### config.mk
export PLATFORM = sky130hd
export DESIGN_NAME = sscr_regs
export DESIGN_NICKNAME = d
export VERILOG_FILES = /design/src/logic/sscr_pkg.sv /design/src/logic/sscr_lin_if.sv /design/src/logic/sscr_regs.sv /design/src/logic/sscr_lin_core.sv
export SDC_FILE = /design/constraint.sdc
export NUM_CORES = 2
export LEC_CHECK = 0
export BUFFER_PORTS_ARGS = -buffer_cell sky130_fd_sc_hd__buf_2
export CAP_MARGIN = 5
export CORE_MARGIN = 10
export CORE_UTILIZATION = 55
export DETAILED_ROUTE_END_ITERATION = 10
export PLACE_DENSITY = 0.71
export SLEW_MARGIN = 40
export SYNTH_ARGS = -nofsm -noshare
export SYNTH_HDL_FRONTEND = slang
export SYNTH_SLANG_ARGS = --single-unit
### constraint.sdc
create_clock -name pclk -period 23.1 [get_ports pclk]
set_clock_uncertainty 0.2 [all_clocks]
set_input_delay 2.31 -clock pclk [delete_from_list [all_inputs] [get_ports pclk]]
set_output_delay 2.31 -clock pclk [all_outputs]
set_load 0.005 [all_outputs]
### src/logic/sscr_pkg.sv
// constants, types and helpers shared by the setup register bank
package sscr_pkg;

    localparam int SSCR_KNOTS = 17;
    localparam int SSCR_SEGS = 16;

    localparam logic [11:0] SSCR_FE_OFS = 12'h000;
    localparam logic [11:0] SSCR_DP_OFS = 12'h004;
    localparam logic [11:0] SSCR_GAIN_OFS = 12'h008;
    localparam logic [11:0] SSCR_STAT_OFS = 12'h00c;
    localparam logic [11:0] SSCR_SCALED_OFS = 12'h010;
    localparam logic [11:0] SSCR_LOUT_OFS = 12'h014;
    localparam logic [11:0] SSCR_KY_BASE = 12'h100;
    localparam logic [11:0] SSCR_KX_BASE = 12'h180;
    localparam logic [11:0] SSCR_SLOPE_BASE = 12'h200;

    localparam int SSCR_FE_LOCK_BIT = 15;
    localparam int SSCR_FE_WRAP_LSB = 6;
    localparam int SSCR_FE_RATE_LSB = 4;
    localparam int SSCR_FE_SETUP_LSB = 0;
    localparam int SSCR_DP_NMULT_LSB = 5;
    localparam int SSCR_DP_NSP_LSB = 1;
    localparam int SSCR_DP_VAR_BIT = 0;

    localparam logic [15:0] SSCR_FE_WMASK = 16'h80ff;
    localparam logic [15:0] SSCR_DP_WMASK = 16'h00ff;
    localparam logic [15:0] SSCR_FE_RST = 16'h0000;
    localparam logic [15:0] SSCR_DP_RST = 16'h0000;
    localparam logic [15:0] SSCR_GAIN_RST = 16'h7fff;
    localparam logic [15:0] SSCR_KNOT_RST = 16'h0000;

    localparam int SSCR_FIX_SHIFT = 12;
    localparam int SSCR_GAIN_SHIFT = 15;
    localparam int SSCR_SLOPE_SHIFT = 16;

    localparam logic [8:0] SSCR_WRAP_DEG [4] = '{9'h168, 9'h05a, 9'h078, 9'h0b4};
    localparam logic [4:0] SSCR_RATE_KSPS [4] = '{5'h02, 5'h04, 5'h08, 5'h10};

    typedef enum logic [2:0] {
        SSCR_SU_4A, SSCR_SU_3B, SSCR_SU_3A, SSCR_SU_4B_VC,
        SSCR_SU_ROT180, SSCR_SU_ROT360, SSCR_SU_RSVD
    } sscr_setup_type;

    function automatic logic signed [49:0] sscr_sext(input logic [15:0] v);
        return {{34{v[15]}}, v};
    endfunction

    // clip a wide result into the signed 16-bit span
    function automatic logic [15:0] sscr_sat16(input logic signed [49:0] v);
        if (v > 50'sh0_0000_0000_7fff) return 16'h7fff;
        if (v < -50'sh0_0000_0000_8000) return 16'h8000;
        return v[15:0];
    endfunction

endpackage

### src/logic/sscr_lin_if.sv
// linearizer configuration and result between bank and core
interface sscr_lin_if;
    import sscr_pkg::*;
    logic var_mode;
    logic [3:0] slope_exp;
    logic [15:0] in_val;
    logic [SSCR_KNOTS-1:0][15:0] knot_y;
    logic [SSCR_KNOTS-1:0][15:0] knot_x;
    logic [SSCR_SEGS-1:0][15:0] slope;
    logic [15:0] out_val;
    modport bank (output var_mode, slope_exp, in_val, knot_y, knot_x,
                  slope, input out_val);
    modport core (input var_mode, slope_exp, in_val, knot_y, knot_x,
                  slope, output out_val);
endinterface

### src/logic/sscr_regs.sv
// customer setup register bank with apb access and setpoint linearizer
//
// Summary of operation
// - two 16-bit writable setup words
// - front-end bit 15 is write protect
// - front-end bits 7:6 pick angle wrap
// - front-end bits 5:4 pick sample rate
// - variant one decodes setup code bits 3:0
// - variant two: 0010 is 3b, 0101 reserved
// - input gain is coefficient times 2^n
// - segment slope is coefficient times 2^(k+1)
// - datapath bit 0 picks fixed or variable knots
// - fixed knots spread evenly over input span
// - output interpolates between bracketing knots
module sscr_regs
    import sscr_pkg::*;
#(
    parameter bit VARIANT = 1'b0  // 0 first product variant, 1 second
) (
    input wire logic pclk,              // bus clock
    input wire logic presetn,           // async reset, active low
    input wire logic psel,              // apb select
    input wire logic penable,           // apb access phase
    input wire logic pwrite,            // apb direction
    input wire logic [11:0] paddr,      // apb byte address
    input wire logic [31:0] pwdata,     // apb write data
    output logic [31:0] prdata,         // apb read data
    output logic pready,                // apb ready
    output logic pslverr,               // apb error, unmapped address
    input wire logic lock_clear,        // privileged unlock pulse
    input wire logic [15:0] raw_in,     // signed position sample
    output logic [15:0] lin_out,        // linearized result
    output logic cfg_locked,            // bank write protected
    output logic [1:0] wrap_sel,        // angle wrap code
    output logic [8:0] wrap_deg,        // angle wrap in degrees
    output logic [4:0] sample_ksps,     // converter rate in ksps
    output logic [2:0] setup_sel,       // decoded measurement setup
    output logic setup_reserved,        // setup code not usable
    output logic [2:0] gain_exp,        // input gain exponent
    output logic [3:0] slope_exp,       // slope gain exponent
    output logic knot_var_mode          // programmable knot positions
);

    typedef struct packed {
        logic [15:0] fe;
        logic [15:0] dp;
        logic [15:0] gain;
        logic [SSCR_KNOTS-1:0][15:0] ky;
        logic [SSCR_KNOTS-1:0][15:0] kx;
        logic [SSCR_SEGS-1:0][15:0] slope;
        logic [31:0] rdata;
        logic [15:0] scaled;
        sscr_setup_type setup;
    } sscr_state_type;

    sscr_state_type q, d;

    sscr_lin_if lif ();

    // true when addr falls in a bank of n words starting at base
    function automatic logic in_bank(input logic [11:0] addr,
                                     input logic [11:0] base,
                                     input int n);
        logic [11:0] rel;
        rel = addr - base;
        return (addr >= base) && (rel[1:0] == 2'b00)
               && (int'(rel[11:2]) < n);
    endfunction

    function automatic logic [4:0] bank_idx(input logic [11:0] addr,
                                            input logic [11:0] base);
        logic [11:0] rel;
        rel = addr - base;
        return rel[6:2];
    endfunction

    // the two variants differ only in codes 0010, 0011 and 0101
    function automatic sscr_setup_type decode_setup(input logic [3:0] c);
        sscr_setup_type s;
        s = SSCR_SU_RSVD;
        unique case (c)
            4'h0, 4'h1: s = SSCR_SU_4A;
            4'h2: s = VARIANT ? SSCR_SU_3B : SSCR_SU_4A;
            4'h3: s = VARIANT ? SSCR_SU_RSVD : SSCR_SU_3B;
            4'h4: s = SSCR_SU_3A;
            4'h5: s = VARIANT ? SSCR_SU_RSVD : SSCR_SU_4B_VC;
            4'h6: s = SSCR_SU_ROT180;
            4'h7: s = SSCR_SU_ROT360;
            default: s = SSCR_SU_RSVD;
        endcase
        return s;
    endfunction

    function automatic logic mapped(input logic [11:0] a);
        return (a == SSCR_FE_OFS) || (a == SSCR_DP_OFS)
            || (a == SSCR_GAIN_OFS) || (a == SSCR_STAT_OFS)
            || (a == SSCR_SCALED_OFS) || (a == SSCR_LOUT_OFS)
            || in_bank(a, SSCR_KY_BASE, SSCR_KNOTS)
            || in_bank(a, SSCR_KX_BASE, SSCR_KNOTS)
            || in_bank(a, SSCR_SLOPE_BASE, SSCR_SEGS);
    endfunction

    always_comb begin
        logic wr;
        logic rd;
        logic [15:0] wd;
        logic [4:0] idx;
        logic signed [49:0] ga;
        logic signed [49:0] gb;
        logic [2:0] n;
        d = q;
        wd = pwdata[15:0];
        idx = 5'h00;
        n = q.dp[SSCR_DP_NMULT_LSB +: 3];
        ga = sscr_sext(raw_in);
        gb = sscr_sext(q.gain);
        // writes land only on the access edge of an unprotected bank
        wr = psel && penable && pwrite && mapped(paddr)
             && !q.fe[SSCR_FE_LOCK_BIT];
        rd = psel && !penable && !pwrite;

        // unlock first; a same-cycle write setting the lock is refused while locked, so the unlock wins
        if (lock_clear) begin
            d.fe[SSCR_FE_LOCK_BIT] = 1'b0;
        end

        if (wr) begin
            if (paddr == SSCR_FE_OFS) begin
                // bits 14:8 are kept at zero
                d.fe = wd & SSCR_FE_WMASK;
            end else if (paddr == SSCR_DP_OFS) begin
                d.dp = wd & SSCR_DP_WMASK;
            end else if (paddr == SSCR_GAIN_OFS) begin
                d.gain = wd;
            end else if (in_bank(paddr, SSCR_KY_BASE, SSCR_KNOTS)) begin
                idx = bank_idx(paddr, SSCR_KY_BASE);
                d.ky[idx] = wd;
            end else if (in_bank(paddr, SSCR_KX_BASE, SSCR_KNOTS)) begin
                idx = bank_idx(paddr, SSCR_KX_BASE);
                d.kx[idx] = wd;
            end else if (in_bank(paddr, SSCR_SLOPE_BASE, SSCR_SEGS)) begin
                idx = bank_idx(paddr, SSCR_SLOPE_BASE);
                d.slope[idx] = wd;
            end
        end

        d.setup = decode_setup(d.fe[SSCR_FE_SETUP_LSB +: 4]);

        // prdata is captured in the setup phase so the access phase
        // can finish with no wait state
        if (rd) begin
            d.rdata = 32'h0000_0000;
            if (paddr == SSCR_FE_OFS) begin
                d.rdata = {16'h0000, q.fe};
            end else if (paddr == SSCR_DP_OFS) begin
                d.rdata = {16'h0000, q.dp};
            end else if (paddr == SSCR_GAIN_OFS) begin
                d.rdata = {16'h0000, q.gain};
            end else if (paddr == SSCR_STAT_OFS) begin
                d.rdata = {25'h0, q.setup, 2'b00,
                           (q.setup == SSCR_SU_RSVD),
                           q.fe[SSCR_FE_LOCK_BIT]};
            end else if (paddr == SSCR_SCALED_OFS) begin
                d.rdata = {16'h0000, q.scaled};
            end else if (paddr == SSCR_LOUT_OFS) begin
                d.rdata = {16'h0000, lif.out_val};
            end else if (in_bank(paddr, SSCR_KY_BASE, SSCR_KNOTS)) begin
                d.rdata = {16'h0000, q.ky[bank_idx(paddr, SSCR_KY_BASE)]};
            end else if (in_bank(paddr, SSCR_KX_BASE, SSCR_KNOTS)) begin
                d.rdata = {16'h0000, q.kx[bank_idx(paddr, SSCR_KX_BASE)]};
            end else if (in_bank(paddr, SSCR_SLOPE_BASE, SSCR_SEGS)) begin
                d.rdata = {16'h0000,
                           q.slope[bank_idx(paddr, SSCR_SLOPE_BASE)]};
            end
        end

        // coefficient is a fraction below one, so 2^7 gives gain below 128
        d.scaled = sscr_sat16(((ga * gb) <<< n)
                              >>> SSCR_GAIN_SHIFT);
    end

    always_ff @(posedge pclk or negedge presetn) begin
        if (!presetn) begin
            q.fe <= SSCR_FE_RST;
            q.dp <= SSCR_DP_RST;
            q.gain <= SSCR_GAIN_RST;
            q.ky <= {SSCR_KNOTS{SSCR_KNOT_RST}};
            q.kx <= {SSCR_KNOTS{SSCR_KNOT_RST}};
            q.slope <= {SSCR_SEGS{SSCR_KNOT_RST}};
            q.rdata <= 32'h0000_0000;
            q.scaled <= 16'h0000;
            q.setup <= SSCR_SU_4A;
        end else begin
            q <= d;
        end
    end

    assign lif.var_mode = q.dp[SSCR_DP_VAR_BIT];
    assign lif.slope_exp = q.dp[SSCR_DP_NSP_LSB +: 4];
    assign lif.in_val = q.scaled;
    assign lif.knot_y = q.ky;
    assign lif.knot_x = q.kx;
    assign lif.slope = q.slope;

    sscr_lin_core u_core (
        .pclk(pclk),
        .presetn(presetn),
        .lif(lif.core)
    );

    // zero wait state slave; only unmapped addresses are refused,
    // a write into a protected bank completes but is dropped
    assign pready = 1'b1;
    assign pslverr = psel && penable && !mapped(paddr);
    assign prdata = q.rdata;

    assign lin_out = lif.out_val;
    assign cfg_locked = q.fe[SSCR_FE_LOCK_BIT];
    assign wrap_sel = q.fe[SSCR_FE_WRAP_LSB +: 2];
    assign wrap_deg = SSCR_WRAP_DEG[q.fe[SSCR_FE_WRAP_LSB +: 2]];
    assign sample_ksps = SSCR_RATE_KSPS[q.fe[SSCR_FE_RATE_LSB +: 2]];
    assign setup_sel = q.setup;
    assign setup_reserved = (q.setup == SSCR_SU_RSVD);
    assign gain_exp = q.dp[SSCR_DP_NMULT_LSB +: 3];
    assign slope_exp = q.dp[SSCR_DP_NSP_LSB +: 4];
    assign knot_var_mode = q.dp[SSCR_DP_VAR_BIT];

endmodule

### src/logic/sscr_lin_core.sv
// knot linearizer: picks the bracketing segment and interpolates
module sscr_lin_core
    import sscr_pkg::*;
(
    input wire logic pclk,     // bus clock
    input wire logic presetn,  // async reset, active low
    sscr_lin_if.core lif       // knots in, result out
);

    typedef struct packed {
        logic [15:0] out;
    } sscr_core_type;

    sscr_core_type q, d;

    always_comb begin
        logic [15:0] off;
        logic [4:0] seg;
        logic signed [49:0] base;
        logic signed [49:0] a;
        logic signed [49:0] b;
        logic signed [49:0] acc;
        d = q;
        off = {~lif.in_val[15], lif.in_val[14:0]};
        seg = {1'b0, off[15:12]};
        base = '0;
        a = '0;
        b = '0;
        acc = '0;
        if (!lif.var_mode) begin
            // even spacing over the input span, y values only
            base = sscr_sext(lif.knot_y[seg]);
            a = sscr_sext(lif.knot_y[seg + 5'h01]) - base;
            b = {38'h0, off[11:0]};
            acc = base + ((a * b) >>> SSCR_FIX_SHIFT);
        end else begin
            // knots must be programmed in ascending x order
            seg = 5'h00;
            for (int i = 1; i < SSCR_SEGS; i++) begin
                if ($signed(lif.knot_x[i]) <= $signed(lif.in_val)) begin
                    seg = 5'(i);
                end
            end
            base = sscr_sext(lif.knot_y[seg]);
            a = sscr_sext(lif.in_val) - sscr_sext(lif.knot_x[seg]);
            b = sscr_sext(lif.slope[seg]);
            acc = base + (((a * b) <<< ({1'b0, lif.slope_exp} + 5'h01))
                  >>> SSCR_SLOPE_SHIFT);
        end
        d.out = sscr_sat16(acc);
    end

    always_ff @(posedge pclk or negedge presetn) begin
        if (!presetn) begin
            q <= '0;
        end else begin
            q <= d;
        end
    end

    assign lif.out_val = q.out;

endmodule

==> impl_metrics.env <==
export IMPL_rrSetupSlack_ps=2700
export IMPL_crit_top_cell="o21ai_0"
export IMPL_nets=10000
export IMPL_rsz0062_at_grt="false"
export IMPL_rows=149
export IMPL_netlist_area_leader_share_pct=23.7
export IMPL_final_common_cell="nand2_1"
export IMPL_dieArea_sq_um=183000
export IMPL_hold_buffers=0
export IMPL_required_ps=23550
export IMPL_firstDrtPassIters=9
export IMPL_final_hold_viol_count=0
export IMPL_cts_resized_gates=0
export IMPL_ys_top_cells_by_area="dfrtp_1 24%, fa_1 16%, mux2_2 10%, mux4_2 9.6%, ha_1 7.6%"
export IMPL_cp_start_kind="flip-flop"
export IMPL_period_share_pct=88.3
export IMPL_synth_compound_area_share_pct=8.04
export IMPL_setup_viol=0
export IMPL_wire_per_inst_microns=26.8
export IMPL_netlist_cell_type_count=109
export IMPL_synth_ff_type="dfrtp_1"
export IMPL_yosysSeqAreaShare_pct=24.2
export IMPL_num_vias=71600
export IMPL_cpLargestDelayFamily="compound AO/OA/AOI/OAI gates"
export IMPL_drt_vias_per_instance=6.53
export IMPL_grt_usage_pct=31.6
export IMPL_synthAdderAreaFrac_pct=23.5
export IMPL_path_clk_slew_ps=70
export IMPL_wl_mm=294
export IMPL_post_dp_hpwl_mm=211
export IMPL_grt_pass1_wl_mm=450
export IMPL_core_area_sq_um=165000
export IMPL_cap_viol_max_count=0
export IMPL_grt_overflow_total=0
export IMPL_drc=0
export IMPL_cts_path_max_buffers=3
export IMPL_die_w_microns=428
export IMPL_syn2layout_area_growth_pct=6.90
export IMPL_grt_max_degree=152
export IMPL_critPathMaxFanout=33
export IMPL_synth_xor_area_share_pct=1.49
export IMPL_cts_root_buf="clkbuf_16"
export IMPL_min_path_type="flip-flop to flip-flop"
export IMPL_synthArstFlopShare_pct=100
export IMPL_gp_congestion=0.981
export IMPL_utilization_pct=59.3
export IMPL_synth_seq_cells=884
export IMPL_crit_arrival_ps=20850
export IMPL_end_kind="flip-flop"
export IMPL_start_util_pct=55.4
export IMPL_maxSlewHeadroom_pct=35.6
export IMPL_syn_area_per_cell_sq_um=10.3
export IMPL_crit_path_top_delay_cell="dfrtp_4"
export IMPL_ios=145
export IMPL_synth_area_mux_share_pct=25.3
export IMPL_cts_made_buffers=99
export IMPL_clock_latency_ps=780
export IMPL_initialDrtViolationCount=8047
export IMPL_synth_area_sq_um=91600
export IMPL_antenna_found_initial=18
export IMPL_cts_sinks=884
export IMPL_yosysTopAreaCell="dfrtp_1"
export IMPL_worstMarginPinSlew_ps=955
export IMPL_min_period_ps=20400
export IMPL_crit_path_max_incr_delay_ps=870
export IMPL_final_max_slew_violation_count=0
export IMPL_status="finished clean"
export IMPL_ant_nets=0
export IMPL_numPortBuffers=109
export IMPL_path_class="flip-flop to flip-flop"
export IMPL_tns_ps=0
export IMPL_synth_cells=8873
export IMPL_cts_htree_levels=3
export IMPL_worst_path_buf_inv=4
export IMPL_grt_pass1_vias=73700
export IMPL_layout_common_cells="1054 x nand2_1, 894 x inv_1, 865 x dfrtp_1"
export IMPL_die_h_microns=428
export IMPL_drive_gt1_share_pct=21.0
export IMPL_synth_top_family_by_area="multiplexers"
export IMPL_synth_edf_count=0
export IMPL_post_cts_buffers=0
export IMPL_ys_warn_count=0
export IMPL_fmax_mhz=49.0
export IMPL_synth_simple_area_share_pct=11.0
export IMPL_cts_tree="done"
## cell families after synthesis
logic type	count (synthesis)
other	2
buffers and inverters	1480
muxes	1725
AOI/OAI and AO/OA	1151
xor gates and xnor gates	155
and+or+nand+nor	2191
DFF	884
adders and majority gates	1285
## final timing paths
kind	start	endpoint	cells past startpoint
worst max-delay path	lif.in_val[13]	u_core.lif.out_val[2]	64
worst min-delay path	prdata[5]	prdata[5]	2
worst max register to register	lif.in_val[13]	u_core.lif.out_val[2]	64
worst min register to register	prdata[5]	prdata[5]	2
max in group asynchronous	presetn	prdata[7]	5
min in group asynchronous	presetn	async pin	1
## synthesized netlist by cell type, types with 16 or more instances
cell	instances
nand2_1	1068
dfrtp_1	869
a211oi_1	52
o21ai_0	292
mux2_2	835
nand3_1	188
a221oi_1	27
xnor2_1	104
nand4_1	46
mux2i_1	499
a31oi_1	41
and2_1	222
a21boi_0	19
o31ai_1	19
nor2_1	330
buf_4	65
xor2_1	50
buf_1	76
buf_2	74
o211ai_1	33
a21o_1	80
or2_2	18
nor2b_1	36
ha_1	557
and3_1	16
nor2_2	29
mux4_2	391
nor3_1	50
o21a_1	26
inv_1	899
nand3b_1	19
nand2b_1	76
fa_1	728
a22oi_1	20
clkbuf_1	360
a21oi_1	333
nor4_1	28
## metal layers
metal	vias to the layer above	share of wire (%)	global-route usage (%)	wire length (microns)
li1	30400	-	-	-
met1	36300	38	40.1	111000
met2	3926	44	48.1	130000
met3	1002	11	8.60	31600
met4	14	7.3	19.3	21500
met5	-	0.030	0	88
## worst reg2reg max path, delay by kind of cell, from the launching register on
kind / cells / cell delay, ps
buffers and inverters: 4 / 1330
xor gates and xnor gates: 2 / 680
and+or+nand+nor: 13 / 3800
adders and majority gates: 10 / 4560
DFF: 1 / 870
AOI/OAI and AO/OA: 32 / 7940
muxes: 3 / 980
## per-stage QoR
step	hold slack [ps]	worst slack (ps)	cells	cell area, sq um
2_1_floorplan	250	5340	8890	91700
3_5_place_dp	268	3130	10800	94400
6_report	281	2700	11000	97900
4_1_cts	283	3020	11000	97800
3_3_place_gp	260	2710	10700	93700
5_1_grt	306	1460	11000	97900
## area by class of cell
class                      instances  area (sq um)
fill                           13600         67300
multi-input combinational       6526         64100
sequential                       884         22200
inverter                         902          3390
tap                             2189          2740
clock buffer                     128          2720
timing repair buffer             270          2130
clock inverter                    54           706
antenna                            9          22.5
Power is not shown: default switching activity piles up to over one toggle a cycle in this logic, so the estimate is an artifact.
